File: src/cdfe_pkg.sv
package cdfe_pkg;
  // Register byte offsets on the Avalon bus.
  localparam logic [5:0] REG_CMD0   = 6'h00;
  localparam logic [5:0] REG_CMD1   = 6'h04;
  localparam logic [5:0] REG_CMD2   = 6'h08;
  localparam logic [5:0] REG_CMD3   = 6'h0C;
  localparam logic [5:0] REG_ISSUE  = 6'h10;
  localparam logic [5:0] REG_STATUS = 6'h14;
  localparam logic [5:0] REG_LIMIT  = 6'h18;
  localparam logic [5:0] REG_HEAPSEL = 6'h1C;
  localparam logic [5:0] REG_HEAPLO = 6'h20;
  localparam logic [5:0] REG_HEAPHI = 6'h24;
  localparam logic [5:0] REG_SIPLO  = 6'h28;
  localparam logic [5:0] REG_SIPHI  = 6'h2C;
  // Command opcodes in ISSUE bits 2:0.
  localparam logic [2:0] OP_HEAP   = 3'h1;
  localparam logic [2:0] OP_FRONT  = 3'h2;
  localparam logic [2:0] OP_SIP    = 3'h3;
  localparam logic [2:0] OP_SYNC   = 3'h4;
  localparam logic [2:0] OP_WALK   = 3'h5;
  localparam logic [2:0] OP_POLL   = 3'h6;
  // ISSUE field positions.
  localparam int ISSUE_PFLUSH = 3;
  localparam int ISSUE_LFLUSH = 4;
  localparam int ISSUE_WOP_LO = 5;
  localparam int ISSUE_WAITED = 7;
  // Completion write operations.
  localparam logic [1:0] WOP_NONE = 2'h0;
  localparam logic [1:0] WOP_IMM  = 2'h1;
  localparam logic [1:0] WOP_TS   = 2'h2;
  // Reset values of the thread limits, and the value read from unmapped addresses.
  localparam logic [15:0] MAXTHR_RST = 16'h0040;
  localparam logic [15:0] OVERD_RST  = 16'h0008;
  localparam logic [31:0] UNMAPPED_RD = 32'h0000_0000;
endpackage : cdfe_pkg

File: src/cdfe_track_mem.sv
`timescale 1ns/1ps
`default_nettype none
// Small per-dispatch memory with registered read data.
module cdfe_track_mem #(
  parameter int W = 16,
  parameter int D = 4,
  parameter int AW = 2
) (
  // Clock.
  input  wire logic          ref_clk,
  // Write port.
  input  wire logic          we,
  input  wire logic [AW-1:0] waddr,
  input  wire logic [W-1:0]  wdata,
  // Read port.
  input  wire logic [AW-1:0] raddr,
  output logic      [W-1:0]  rdata
);
  logic [W-1:0] mem [D];  // Storage words, no reset needed.

  // One write and one registered read each cycle.
  always_ff @(posedge ref_clk) begin
    if (we) begin
      mem[waddr] <= wdata;
    end
    rdata <= mem[raddr];
  end
endmodule : cdfe_track_mem
`default_nettype wire

File: src/cdfe_part_pick.sv
`timescale 1ns/1ps
`default_nettype none
// Picks the least loaded compute partition from packed load counts.
module cdfe_part_pick #(
  parameter int PARTS = 4,
  parameter int LW = 8
) (
  // Loads per partition.
  input  wire logic [PARTS*LW-1:0] load,
  // Chosen partition.
  output logic      [1:0]       pick
);
  // Linear scan; lowest index wins ties so the choice is stable.
  always_comb begin
    logic [LW-1:0] best;
    best = load[LW-1:0];
    pick = 2'd0;
    for (int i = 1; i < PARTS; i++) begin
      if (load[i*LW +: LW] < best) begin
        best = load[i*LW +: LW];
        pick = 2'(i);
      end
    end
  end
endmodule : cdfe_part_pick
`default_nettype wire

File: src/cdfe_top.sv
// Our own choices: the register addresses and the Avalon-MM slave port.
`timescale 1ns/1ps
`default_nettype none
// Compute dispatch front end: command interpreter behind an Avalon slave.
module cdfe_top
  import cdfe_pkg::*;
#(
  parameter int NPART = 4,
  parameter int LANES = 16
) (
  // Clock and reset.
  input  wire logic             ref_clk,
  input  wire logic             rst,
  // Avalon-MM slave.
  input  wire logic [5:0]       avs_address,
  input  wire logic             avs_read,
  input  wire logic             avs_write,
  input  wire logic [31:0]      avs_writedata,
  output logic      [31:0]      avs_readdata,
  output logic                  avs_waitrequest,
  // Thread dispatch to partitions.
  output logic                  td_valid,
  output logic      [1:0]       td_part,
  output logic      [1:0]       td_tag,
  output logic      [LANES-1:0] td_mask,
  output logic                  td_last,
  output logic      [63:0]      td_sip,
  input  wire logic             td_ready,
  // Thread exit reports from partitions.
  input  wire logic             tx_valid,
  input  wire logic [1:0]       tx_part,
  input  wire logic [1:0]       tx_tag,
  // Memory side: completion writes and cache flushes.
  output logic                  mw_valid,
  output logic      [63:0]      mw_addr,
  output logic      [127:0]     mw_data,
  output logic      [4:0]       mw_bytes,
  input  wire logic             mw_done,
  output logic                  fl_part,
  output logic                  fl_llc,
  input  wire logic             fl_done,
  input  wire logic             poll_hit
);
  // Command interpreter states.
  typedef enum logic [2:0] {S_IDLE, S_WALK, S_SYNC, S_FLP, S_FLL, S_POLL} cdfe_st_t;

  // All module state.
  typedef struct packed {
    cdfe_st_t             st;
    logic [3:0][31:0]     cmd;       // Command words.
    logic [7:0]           issue;     // Latched issue word.
    logic [3:0][63:0]     heap;      // Heap base addresses.
    logic [1:0]           hsel;
    logic [63:0]          sip;       // Exception handler address.
    logic [15:0]          maxthr;
    logic [15:0]          overd;
    logic [15:0]          active;    // Threads dispatched not yet exited.
    logic [NPART-1:0][7:0] load;     // Per-partition load.
    logic [15:0]          grp_left;  // Threadgroups left in the walker.
    logic [7:0]           thr_left;  // Threads left in the group.
    logic [31:0]          wcfg;      // Group size and last mask, latched at walk start.
    logic [3:0][15:0]     outst;     // Outstanding threads per tag.
    logic [3:0]           fe_done;   // Front end finished per tag.
    logic [3:0]           wr_pend;   // Completion write pending per tag.
    logic [3:0][1:0]      wop;
    logic [3:0][63:0]     waddr;
    logic [3:0][63:0]     wimm;
    logic [3:0]           waited;
    logic [1:0]           tag;       // Next walker tag.
    logic                 be_flush;  // Back end flush in progress.
    logic [1:0]           be_tag;
    logic [31:0]          rdata;
    logic                 wreq_n;
    logic                 td_valid;
    logic [1:0]           td_part;
    logic [LANES-1:0]     td_mask;
    logic                 td_last;
    logic                 mw_valid;
    logic [63:0]          mw_addr;
    logic [127:0]         mw_data;
    logic [4:0]           mw_bytes;
    logic                 fl_part;
    logic                 fl_llc;
    logic [63:0]          tstamp;
  } cdfe_state_t;

  cdfe_state_t s_r;    // Registered state.
  cdfe_state_t s_nxt;  // Next state.
  logic [1:0]  pick;   // Least loaded partition.
  logic [15:0] grp_rd; // Threads-per-group readback, unused beyond tracking.

  cdfe_part_pick #(.PARTS(NPART), .LW(8)) u_pick (
    .load (s_r.load),
    .pick (pick)
  );

  // Mirror of per-tag group size so a reader can check allocation; registered read.
  cdfe_track_mem #(.W(16), .D(4), .AW(2)) u_mem (
    .ref_clk (ref_clk),
    .we      (s_r.st == S_IDLE && s_nxt.st == S_WALK),
    .waddr   (s_r.tag),
    .wdata   (s_r.cmd[1][15:0]),
    .raddr   (s_r.be_tag),
    .rdata   (grp_rd)
  );

  // True when no tag has threads outstanding; a simple helper.
  function automatic logic all_idle(input logic [3:0][15:0] o);
    return (o[0] == 16'h0000) && (o[1] == 16'h0000) && (o[2] == 16'h0000) && (o[3] == 16'h0000);
  endfunction : all_idle

  // Next state: bus slave, interpreter, dispatch, exit tracking, back end.
  always_comb begin
    logic go;
    logic [7:0] iw;
    logic [15:0] inc;
    logic [15:0] dec;
    logic [1:0] dst;
    go  = 1'b0;
    iw  = s_r.issue;
    inc = 16'h0000;
    dec = 16'h0000;
    dst = (s_r.thr_left == s_r.wcfg[7:0]) ? pick : s_r.td_part;  // A group stays on one partition.
    s_nxt = s_r;
    s_nxt.tstamp = s_r.tstamp + 64'h0000_0000_0000_0001;
    s_nxt.td_valid = s_r.td_valid & ~td_ready;
    s_nxt.wreq_n = 1'b1;
    // Bus: one cycle of waitrequest low per access, issued writes stall while busy.
    if ((avs_read || avs_write) && s_r.wreq_n) begin
      if (avs_write) begin
        if (avs_address == REG_ISSUE) begin
          if (s_r.st == S_IDLE) begin
            s_nxt.wreq_n = 1'b0;
            s_nxt.issue  = avs_writedata[7:0];
            iw  = avs_writedata[7:0];
            go  = 1'b1;
          end
        end else begin
          s_nxt.wreq_n = 1'b0;
          if (avs_address == REG_CMD0) s_nxt.cmd[0] = avs_writedata;
          else if (avs_address == REG_CMD1) s_nxt.cmd[1] = avs_writedata;
          else if (avs_address == REG_CMD2) s_nxt.cmd[2] = avs_writedata;
          else if (avs_address == REG_CMD3) s_nxt.cmd[3] = avs_writedata;
          else if (avs_address == REG_HEAPSEL) s_nxt.hsel = avs_writedata[1:0];
        end
      end else begin
        s_nxt.wreq_n = 1'b0;
        if (avs_address == REG_STATUS) begin
          s_nxt.rdata = {13'h0000, s_r.st, s_r.fe_done, s_r.wr_pend, s_r.active[7:0]};
        end else if (avs_address == REG_LIMIT) s_nxt.rdata = {s_r.overd, s_r.maxthr};
        else if (avs_address == REG_HEAPLO) s_nxt.rdata = s_r.heap[s_r.hsel][31:0];
        else if (avs_address == REG_HEAPHI) s_nxt.rdata = s_r.heap[s_r.hsel][63:32];
        else if (avs_address == REG_SIPLO) s_nxt.rdata = s_r.sip[31:0];
        else if (avs_address == REG_SIPHI) s_nxt.rdata = s_r.sip[63:32];
        else s_nxt.rdata = UNMAPPED_RD;
      end
    end
    // Command start.
    if (go) begin
      case (iw[2:0])
        OP_HEAP:  s_nxt.heap[s_r.cmd[2][1:0]] = {s_r.cmd[1], s_r.cmd[0]};
        OP_FRONT: begin
          s_nxt.maxthr = s_r.cmd[0][15:0];
          s_nxt.overd  = s_r.cmd[0][31:16];
        end
        OP_SIP:   s_nxt.sip = {s_r.cmd[1], s_r.cmd[0]};
        OP_SYNC:  s_nxt.st = S_SYNC;
        OP_POLL:  s_nxt.st = S_POLL;
        OP_WALK: begin
          // Walker: cmd0 = X/Y/Z counts cmd1 = threads per group and last mask
          // cmd2/cmd3 = completion address; immediate data is the same cmd3:cmd2 pair.
          if (!s_r.fe_done[s_r.tag] || s_r.wr_pend[s_r.tag] || s_r.outst[s_r.tag] != 16'h0000) begin
            s_nxt.st = S_IDLE;  // Tag still busy; the producer re-issues.
          end else begin
            s_nxt.st = S_WALK;
            s_nxt.grp_left = 16'((s_r.cmd[0][9:0] + 10'd0) * (s_r.cmd[0][19:10] + 10'd0)
                             * (s_r.cmd[0][29:20] + 10'd0));
            s_nxt.thr_left = s_r.cmd[1][7:0];
            s_nxt.wcfg = s_r.cmd[1];  // Later command writes cannot disturb this walk.
            s_nxt.fe_done[s_r.tag] = 1'b0;
            s_nxt.wop[s_r.tag] = iw[ISSUE_WOP_LO +: 2];
            s_nxt.waited[s_r.tag] = iw[ISSUE_WAITED];
            s_nxt.waddr[s_r.tag] = {s_r.cmd[3], s_r.cmd[2]};
            s_nxt.wimm[s_r.tag] = {s_r.cmd[3], s_r.cmd[2]};
          end
        end
        default: s_nxt.st = S_IDLE;
      endcase
    end
    // Interpreter waits.
    case (s_r.st)
      S_WALK: begin
        // Dispatch while under both thread limits, oldest walker only.
        if ((!s_r.td_valid || td_ready) && s_r.grp_left != 16'h0000
            && s_r.active < s_r.maxthr
            && s_r.load[dst] < s_r.overd[7:0]) begin
          s_nxt.td_valid = 1'b1;
          s_nxt.td_part  = dst;
          s_nxt.td_last  = (s_r.thr_left == 8'h01);
          s_nxt.td_mask  = (s_r.thr_left == 8'h01) ? s_r.wcfg[8 +: LANES] : '1;
          inc = 16'h0001;
          s_nxt.outst[s_r.tag] = s_r.outst[s_r.tag] + 16'h0001;
          s_nxt.load[dst] = s_r.load[dst] + 8'h01;
          if (s_r.thr_left == 8'h01) begin
            s_nxt.thr_left = s_r.wcfg[7:0];
            s_nxt.grp_left = s_r.grp_left - 16'h0001;
          end else begin
            s_nxt.thr_left = s_r.thr_left - 8'h01;
          end
        end else if (s_r.grp_left == 16'h0000 && !s_r.td_valid) begin
          s_nxt.fe_done[s_r.tag] = 1'b1;
          s_nxt.wr_pend[s_r.tag] = (s_r.wop[s_r.tag] != WOP_NONE);
          s_nxt.tag = s_r.tag + 2'd1;
          s_nxt.st  = S_IDLE;
        end
      end
      S_SYNC: if (s_r.active == 16'h0000 && all_idle(s_r.outst) && s_r.wr_pend == 4'h0) begin
        s_nxt.st = s_r.issue[ISSUE_PFLUSH] ? S_FLP : (s_r.issue[ISSUE_LFLUSH] ? S_FLL : S_IDLE);
      end
      S_FLP: begin
        s_nxt.fl_part = 1'b1;
        if (fl_done && s_r.fl_part) begin
          s_nxt.fl_part = 1'b0;
          s_nxt.st = s_r.issue[ISSUE_LFLUSH] ? S_FLL : S_IDLE;
        end
      end
      S_FLL: begin
        s_nxt.fl_llc = 1'b1;
        if (fl_done && s_r.fl_llc) begin
          s_nxt.fl_llc = 1'b0;
          s_nxt.st = S_IDLE;
        end
      end
      S_POLL: if (poll_hit) s_nxt.st = S_IDLE;
      default: ;
    endcase
    // Thread exits free slots and decrement counts.
    if (tx_valid) begin
      dec = 16'h0001;
      s_nxt.outst[tx_tag] = s_nxt.outst[tx_tag] - 16'h0001;
      s_nxt.load[tx_part] = s_nxt.load[tx_part] - 8'h01;
    end
    s_nxt.active = s_r.active + inc - dec;
    // Back end: completion write once front end done and count zero.
    if (!s_r.mw_valid && !s_r.be_flush) begin
      for (int t = 0; t < 4; t++) begin
        if (s_r.fe_done[t] && s_r.wr_pend[t] && s_r.outst[t] == 16'h0000
            && !s_nxt.mw_valid && !s_nxt.be_flush && s_r.st != S_FLP) begin
          s_nxt.be_tag = 2'(t);
          if (s_r.waited[t]) begin
            s_nxt.be_flush = 1'b1;
          end else begin
            s_nxt.mw_valid = 1'b1;
          end
        end
      end
    end
    if (s_r.be_flush) begin
      s_nxt.fl_part = 1'b1;
      if (fl_done && s_r.fl_part) begin
        s_nxt.fl_part  = 1'b0;
        s_nxt.be_flush = 1'b0;
        s_nxt.mw_valid = 1'b1;
      end
    end
    if (s_nxt.mw_valid && !s_r.mw_valid) begin
      if (s_r.wop[s_nxt.be_tag] == WOP_TS) begin
        s_nxt.mw_addr  = {s_r.waddr[s_nxt.be_tag][63:4], 4'h0};
        s_nxt.mw_data  = {64'h0000_0000_0000_0000, s_r.tstamp};
        s_nxt.mw_bytes = 5'd16;
      end else begin
        s_nxt.mw_addr  = {s_r.waddr[s_nxt.be_tag][63:3], 3'h0};
        s_nxt.mw_data  = {64'h0000_0000_0000_0000, s_r.wimm[s_nxt.be_tag]};
        s_nxt.mw_bytes = 5'd8;
      end
    end
    if (s_r.mw_valid && mw_done) begin
      s_nxt.mw_valid = 1'b0;
      s_nxt.wr_pend[s_r.be_tag] = 1'b0;
    end
  end

  // Single state register.
  always_ff @(posedge ref_clk) begin
    if (rst) begin
      s_r        <= '0;
      s_r.st     <= S_IDLE;
      s_r.maxthr <= MAXTHR_RST;
      s_r.overd  <= OVERD_RST;
      s_r.fe_done <= 4'hF;
      s_r.wreq_n <= 1'b1;
    end else begin
      s_r <= s_nxt;
    end
  end

  // Outputs straight from state flip-flops.
  assign avs_readdata    = s_r.rdata;
  assign avs_waitrequest = s_r.wreq_n;
  assign td_valid = s_r.td_valid;
  assign td_part  = s_r.td_part;
  assign td_tag   = s_r.tag;
  assign td_mask  = s_r.td_mask;
  assign td_last  = s_r.td_last;
  assign td_sip   = s_r.sip;
  assign mw_valid = s_r.mw_valid;
  assign mw_addr  = s_r.mw_addr;
  assign mw_data  = s_r.mw_data;
  assign mw_bytes = s_r.mw_bytes;
  assign fl_part  = s_r.fl_part;
  assign fl_llc   = s_r.fl_llc;

  chk_active_cap: assert property (@(posedge ref_clk) disable iff (rst)
    s_r.active <= s_r.maxthr || $past(s_r.active) > s_r.active || s_r.active == $past(s_r.active))
    else $error("active threads rose above cap");
  chk_mask_full: assert property (@(posedge ref_clk) disable iff (rst)
    (td_valid && !td_last) |-> td_mask == {LANES{1'b1}})
    else $error("non-last thread without full mask");
  chk_imm_align: assert property (@(posedge ref_clk) disable iff (rst)
    (mw_valid && mw_bytes == 5'd8) |-> mw_addr[2:0] == 3'h0)
    else $error("immediate write misaligned");
  chk_ts_align: assert property (@(posedge ref_clk) disable iff (rst)
    (mw_valid && mw_bytes == 5'd16) |-> mw_addr[3:0] == 4'h0)
    else $error("timestamp write misaligned");
  chk_write_after: assert property (@(posedge ref_clk) disable iff (rst)
    $rose(mw_valid) |-> s_r.outst[s_r.be_tag] == 16'h0000)
    else $error("completion write before threads done");
  chk_sync_wait: assert property (@(posedge ref_clk) disable iff (rst)
    (s_r.st == S_SYNC && s_r.active != 16'h0000) |=> s_r.st == S_SYNC)
    else $error("sync left with threads active");
  chk_flush_first: assert property (@(posedge ref_clk) disable iff (rst)
    ($rose(mw_valid) && s_r.waited[s_r.be_tag]) |-> $past(fl_part))
    else $error("waited write without prior flush");
  chk_pick_least: assert property (@(posedge ref_clk) disable iff (rst)
    $rose(td_valid) |-> $past(s_r.load[pick]) <= $past(s_r.load[0]))
    else $error("dispatch not to least loaded");
endmodule : cdfe_top
`default_nettype wire

File: config.mk
export PLATFORM = sky130hd
export DESIGN_NAME = cdfe_top
export DESIGN_NICKNAME = d
export VERILOG_FILES = /design/src/cdfe_pkg.sv /design/src/cdfe_track_mem.sv /design/src/cdfe_part_pick.sv /design/src/cdfe_top.sv
export SDC_FILE = /design/constraint.sdc
export NUM_CORES = 2
export LEC_CHECK = 0
export ABC_AREA = 1
export CAP_MARGIN = 25
export CORE_MARGIN = 2
export CORE_UTILIZATION = 47
export DETAILED_ROUTE_END_ITERATION = 10
export DONT_BUFFER_PORTS = 1
export GPL_ROUTABILITY_DRIVEN = 0
export PLACE_DENSITY_LB_ADDON = 0.05
export SLEW_MARGIN = 10
export SYNTH_ARGS = -nofsm -noshare
export SYNTH_HDL_FRONTEND = slang
export SYNTH_SLANG_ARGS = --single-unit
File: constraint.sdc
create_clock -name ref_clk -period 10.91 [get_ports ref_clk]
set_input_delay 2.182 -clock ref_clk [delete_from_list [all_inputs] [get_ports ref_clk]]
set_output_delay 2.182 -clock ref_clk [all_outputs]
set_load 0.1 [all_outputs]
Word level (Yosys, flattened, before mapping)
Cells that the tools add are included.

word-level totals
  logic and storage cells = 355
  bits of input ports = 51
  bits in registers = 1515
  output and inout bits = 319

operators by class
  order comparisons = 19
  multiplexer cells = 141
  equal/unequal tests = 26
  multipliers = 2
  reductions and logical operators = 84
  bitwise operators = 16
  add/sub/neg operators = 10

operator list
  kind                     number
  $bwmux W256              3
  $mux W64                 7
  $bmux W64 S2             3
  $mux W56                 5
  $demux W64 S2            2
  $mux W32                 7
  $mux W137                1
  $bwmux W64               2
  $mux W8                  13
  $logic_not A16 Y1        6
  $mux W16                 6
  $mux W72                 1
  $add A64 B1 Y64 const B  1
  $bmux W16 S2             2
  $bwmux W32               2
  $demux W16 S2            2
  $mux W3                  17
  $logic_and A1 B1 Y1      41
  $mux W1                  40
  $mux W20                 2
  $bmux W8 S2              2
  $demux W8 S2             2
  $lt A8 B8 Y1             4
  $reduce_bool A16 Y1      2
  other kinds (53)         125

Logic depth before layout (Yosys ltp)
  depth in word-level cells = 29
  depth in mapped cells = 73
  mapped depth without buffers = 69

Cells and area by module
From an unflattened synthesis, not the netlist that was laid out.

second synthesis, totals
  cells, all modules = 8748
  area total of the unflattened synthesis = 62713.9 um2

modules (own cells, without submodules)
  module          times used  sequential area each (um2)  area each (um2)  cells an instance
  cdfe_top        1           23642.7                     62000.7          8627
  cdfe_part_pick  1           0.0                         713.2            121

Worst setup path before layout
Ideal clock, no wire load.

  kind = register -> register
  start point = register s_r[981] (netlist name)
  end point = register s_r[1020] (netlist name)
  arrival time = 8809 ps
  setup time = 119 ps
  stages on the path, launching flop included = 61
  required time = 10791 ps
  period minus slack after synthesis = 8928 ps
  setup slack = 1982 ps
  cell sequence = dfxtp_1 -> inv_1 -> ha_1 -> nand2_1 -> o21a_1 -> nand2_4 -> clkbuf_1 -> nand2_1 -> o21ai_0 -> ha_1 -> a21oi_1 -> nor2_1 -> a211oi_1 -> nand2_4 -> clkbuf_1 -> o21ai_0 -> ha_1 -> a21oi_1 -> [25 not listed] -> nand2_1 -> nand2_1 -> inv_1 -> nor2_1 -> o21ai_0 -> inv_1 -> nor2_1 -> nor2_1 -> o21bai_1 -> nand2_1 -> a21oi_1 -> or2_2 -> nand2_1 -> inv_1 -> o21ai_0 -> nand2_1 -> o21ai_0 -> a21oi_1

on the way
  word-level cells in the longest chain between the ends = 15
  elaborated cells on any way between the ends = 17
  those cells by class = add/sub: 2; order compare: 4; mux: 10; reduce/logical: 1

RTL lines
  item                               RTL line              RTL
  from (decl)                        cdfe_top.sv:87        cdfe_state_t s_r;
  from (signal assigned)             cdfe_top.sv:293       s_r <= s_nxt;
  $lt A8 B8 Y1                       cdfe_part_pick.sv:19  if (load[i*LW +: LW] < best) begin
  $mux W8                            cdfe_part_pick.sv:19
  $lt A8 B8 Y1                       cdfe_part_pick.sv:19
  $mux W8                            cdfe_part_pick.sv:19
  $lt A8 B8 Y1                       cdfe_part_pick.sv:19
  $mux W2                            cdfe_part_pick.sv:19
  $mux W2                            cdfe_top.sv:123       dst = (s_r.thr_left == s_r.wcfg[7:0]) ? pick : s_r.td_part;
  $bmux W8 S2 (*)                    cdfe_top.sv:196       && s_r.load[dst] < s_r.overd[7:0]) begin
  $mux W8 (not written as such) (*)  cdfe_top.sv:196
  $lt A8 B8 Y1 (*)                   cdfe_top.sv:196
  $logic_and A1 B1 Y1 (*)            cdfe_top.sv:196
  $mux W1 (*)                        cdfe_top.sv:194       if ((!s_r.td_valid || td_ready) && s_r.grp_left != 16'h0000
  $mux W1 (*)                        cdfe_top.sv:191       case (s_r.st)
  $add A16 B16 Y16 (*)               cdfe_top.sv:243       s_nxt.active = s_r.active + inc - dec;
  $sub A16 B16 Y16 (*)               cdfe_top.sv:243

Every way passes the cells marked *; elsewhere a longest branch is shown, timed or not. The select of a mux whose other input is x is not followed.
A chain may end at the register's enable or synchronous reset.

Worst setup path after layout
  start point = register s_r[1388] (netlist name)
  end point = register s_r[973] (netlist name)

on the way
  word-level cells in the longest chain between the ends = 8

RTL lines
  item                  RTL line         RTL
  $mul A10 B10 Y16 (*)  cdfe_top.sv:176  s_nxt.grp_left = 16'((s_r.cmd[0][9:0] + 10'd0) * (s_r.cmd[0][19:10] + 10'd0)
  $mul A16 B10 Y16 (*)  cdfe_top.sv:177  * (s_r.cmd[0][29:20] + 10'd0));
  $mux W56 (*)          cdfe_top.sv:172  if (!s_r.fe_done[s_r.tag] || s_r.wr_pend[s_r.tag] || s_r.outst[s_r.tag] != 16'h0000) begin
  $mux W56 (*)          cdfe_top.sv:160  case (iw[2:0])
  $mux W56 (*)          cdfe_top.sv:159  if (go) begin
  $mux W16              cdfe_top.sv:204  if (s_r.thr_left == 8'h01) begin
  $mux W56              cdfe_top.sv:194
  $mux W56 (*)          cdfe_top.sv:191

Every way passes the cells marked *; elsewhere a longest branch is shown, timed or not.

==> run summary <==
Status - finished clean
Setup-failing EPs final - 0
CTS root buffer - clkbuf_16
Final TNS setup - 0 ps
CP top delay family - adder cells
Final non-filler cell total - 9999
Worst Hold Class - flip-flop to flip-flop
Seq/Total Area, Yosys - 37.9%
Io pins - 370
Starting Density - 47.4%
Design area - 0.0661 mm^2
Largest net degree at the start of global routing - 260
Max_cap viols - 0
Post-CTS setup buffers - 0
Cell count after synthesis - 8665
Fin. Hold Viols - 0
Max_slew headroom - 23.0%
Async SR Flop Fraction - 0%
DP Wirelength - 140000 um
CP max stage cell - dfxtp_1
Die Y - 368 um
Layout cells sized above 1 - 5.63%
DRC - 0
Core area - 0.132 mm^2
Pwr Total - 11.2 mW
EDFF count, synth - 0
Fmax - 108 MHz
Avg Cell Area, Syn - 7.20 um^2
Element type at the critical path start - flip-flop
Worst-path clk slew - 60 ps
Max IR drop VDD - 0.154 mV
Fillers - 13100
Largest cells by area after synthesis - dfxtp_1 (38%), o21ai_0 (8.3%), nand2_1 (7.9%), inv_1 (7.2%), a21oi_1 (6.6%)
Reg power frac - 44.9%
Sink Count - 1180
Synthesis Warnings - 0
Final period util - 84.6%
Synth Area in XOR/XNOR - 1.07%
Hold slack final - 442 ps
LEAKAGE - 29.7 nW
Final Worst Setup Slack - 1680 ps
Compound-gate portion of the synthesized area - 21.5%
Total CTS buffers - 136
Total Routing Usage GR - 30.3%
Placed cell areas - 0.0614 mm^2
Post-Syn Area - 0.0623 mm^2
Total gr overflow - 0
H-tree levels - 4
CTS tree - yes
First-pass GRT wire length - 319000 um
Clock tree buffer depth - 3
Final core occ - 50.2%
Area delta synth->final - 6.06%
DRT antenna net count - 0
Netlist cell types - 74
Routed wire length - 210000 um
Worst EP arrival - 9950 ps
Initial DRC count - 5397
Largest family of logic cells by synthesized area - compound AO/OA/AOI/OAI gates
Clock power share - 42.0%
Site row count - 133
Switching Share - 32.1%
PwrDens - 169 mW/mm^2
Number of global-route vias before repair - 51000
Slew Viols, Final - 0
Clock skew after layout - 29.6 ps
Crit Path Category - flip-flop to flip-flop
Detailed Routing Iterations Pass 1 - 6
Mux share of post-synthesis cell area - 0.0161%
Yosys top cell by area - dfxtp_1
Worst path required time - 11620 ps
Register Area - 0.0236 mm^2
Vias - 55300
Final Critical Period - 9230 ps
Max stage delay on crit path - 630 ps
Area of the multi-input gates - 0.0301 mm^2
Comb pwr share - 13.1%
Die ar. - 0.136 mm^2
Nets - 8458
Post-DR wirelength/cell - 21.0 um
CP most frequent cell - fa_1
Yosys top cell area share - 37.9%
Worst Path Buf+Inv - 7
Main synth FF type - dfxtp_1
Worst Path Max Fanout - 13
Via/cell ratio - 5.53
CTS Hold Buffers Added - 0
Synth Area in Adders - 7.06%
NetSw - 3.59 mW
Initial antenna violation count - 8
Least-Margin Pin Slew - 1160 ps
Crit path capture type - flip-flop
Die W - 368 um
RSZ-0062 raised after global routing - no
Yosys reg bits - 1180
Port bufs - 0
Cell count after placement - 9739
Internal Pwr Total - 7.58 mW
Pre-CTS setup slack - 1780 ps
Simple logic cell fraction of the synthesized area - 18.0%
Worst skew pair latency - 790 ps
Post_cts resized - 0
worst min-delay path: stages (launching register included):
cell and delay [ps]:
dfxtp_1 300, inv_1 50, a21oi_1 50
cells in the mapped netlist, types with 77 or more instances:
cell,number
clkbuf_1,470
dfxtp_1,1180
nand3_1,325
a211oi_1,152
nand4_1,94
o22ai_1,100
inv_1,1200
o21ai_0,1035
nand2_1,1307
o211ai_1,77
buf_4,316
ha_1,147
fa_1,128
nor2_1,741
a21oi_1,817
metal layers:
metal  part of all wire [%]  track usage (%)  routed length, um
met4                    3.5             10.4               7300
met5                      0                0                  0
met2                     45             47.8              94100
met3                    6.7             4.71              14100
met1                     45             41.9              94800
cell usage in the layout (no fill, tap or decap), types with 20 or more instances in the layout:
cell type	synthesis	routed
inv_2	23	24
clkbuf_16	0	140
ha_1	147	147
clkinv_2	2	20
nor2_4	15	26
a22oi_1	21	21
o22ai_1	100	100
xor2_1	54	54
dfxtp_1	1180	1178
nand4_1	94	94
fa_1	128	128
clkbuf_8	1	31
a211oi_1	152	151
xnor2_1	20	20
nor2_2	19	26
nand3_1	325	324
o21ai_0	1035	1035
nor2_1	741	723
clkbuf_1	470	42
a31oi_1	24	24
o211ai_1	77	77
conb_1	1	70
a21oi_1	817	817
nand2_1	1307	1304
inv_1	1200	1198
nor3_1	60	57
o221ai_1	40	40
o21a_1	42	42
buf_4	316	83
layout make-up:
type                       instances  area share, %
multi-input combinational       5476           45.5
sequential                      1180           35.7
inverter                        1233           7.02
clock buffer                     208           6.15
tap                             1755           3.32
timing repair buffer             105           1.50
clock inverter                    40          0.766
antenna                            2        0.00757
state kept, by name, indices dropped and copies added (netlist names):
name             flops
fl_part              1
td_mask             16
fl_llc               1
avs_readdata        32
mw_bytes             2
mw_data             64
td_sip              64
td_last              1
mw_valid             1
s_r                931
td_part              2
mw_addr             61
avs_waitrequest      1
td_valid             1
td_tag               2
power by group through the flow:
| stage | clock network (mW) | registers [mW] | logic (mW) |
|---|---|---|---|
| after floorplan | 0 | 4.59 | 1.72 |
| after detailed placement | 0 | 5.11 | 1.43 |
| after global placement | 0 | 5.11 | 1.41 |
| after global routing | 4.94 | 5.03 | 1.63 |
| final | 4.69 | 5.02 | 1.47 |
| after CTS | 4.77 | 5.02 | 1.44 |
logic make-up after synthesis:
| group | count (synthesis) |
|---|---|
| XOR/XNOR | 75 |
| AND/OR/NAND/NOR | 2652 |
| flip-flops | 1180 |
| other | 1 |
| multiplexers | 1 |
| AO/OA/AOI/OAI | 2403 |
| buffers and inverters | 2078 |
| adder cells (fa/ha/maj) | 275 |
path summary, 6_finish.rpt:
path | from | to | slack (ps) | cells past startpoint
max | s_r[1388]$_SDFFE_PP0P_ | s_r[973]$_SDFF_PP0_ | 1680 | 41
max reg2reg | s_r[1388]$_SDFFE_PP0P_ | s_r[973]$_SDFF_PP0_ | 1680 | 41
min | s_r[938]$_SDFFE_PP0P_ | td_mask[12]$_SDFFE_PP0P_ | 440 | 2
min reg2reg | s_r[938]$_SDFFE_PP0P_ | td_mask[12]$_SDFFE_PP0P_ | 440 | 2
Power figures use the tool's default switching activity.
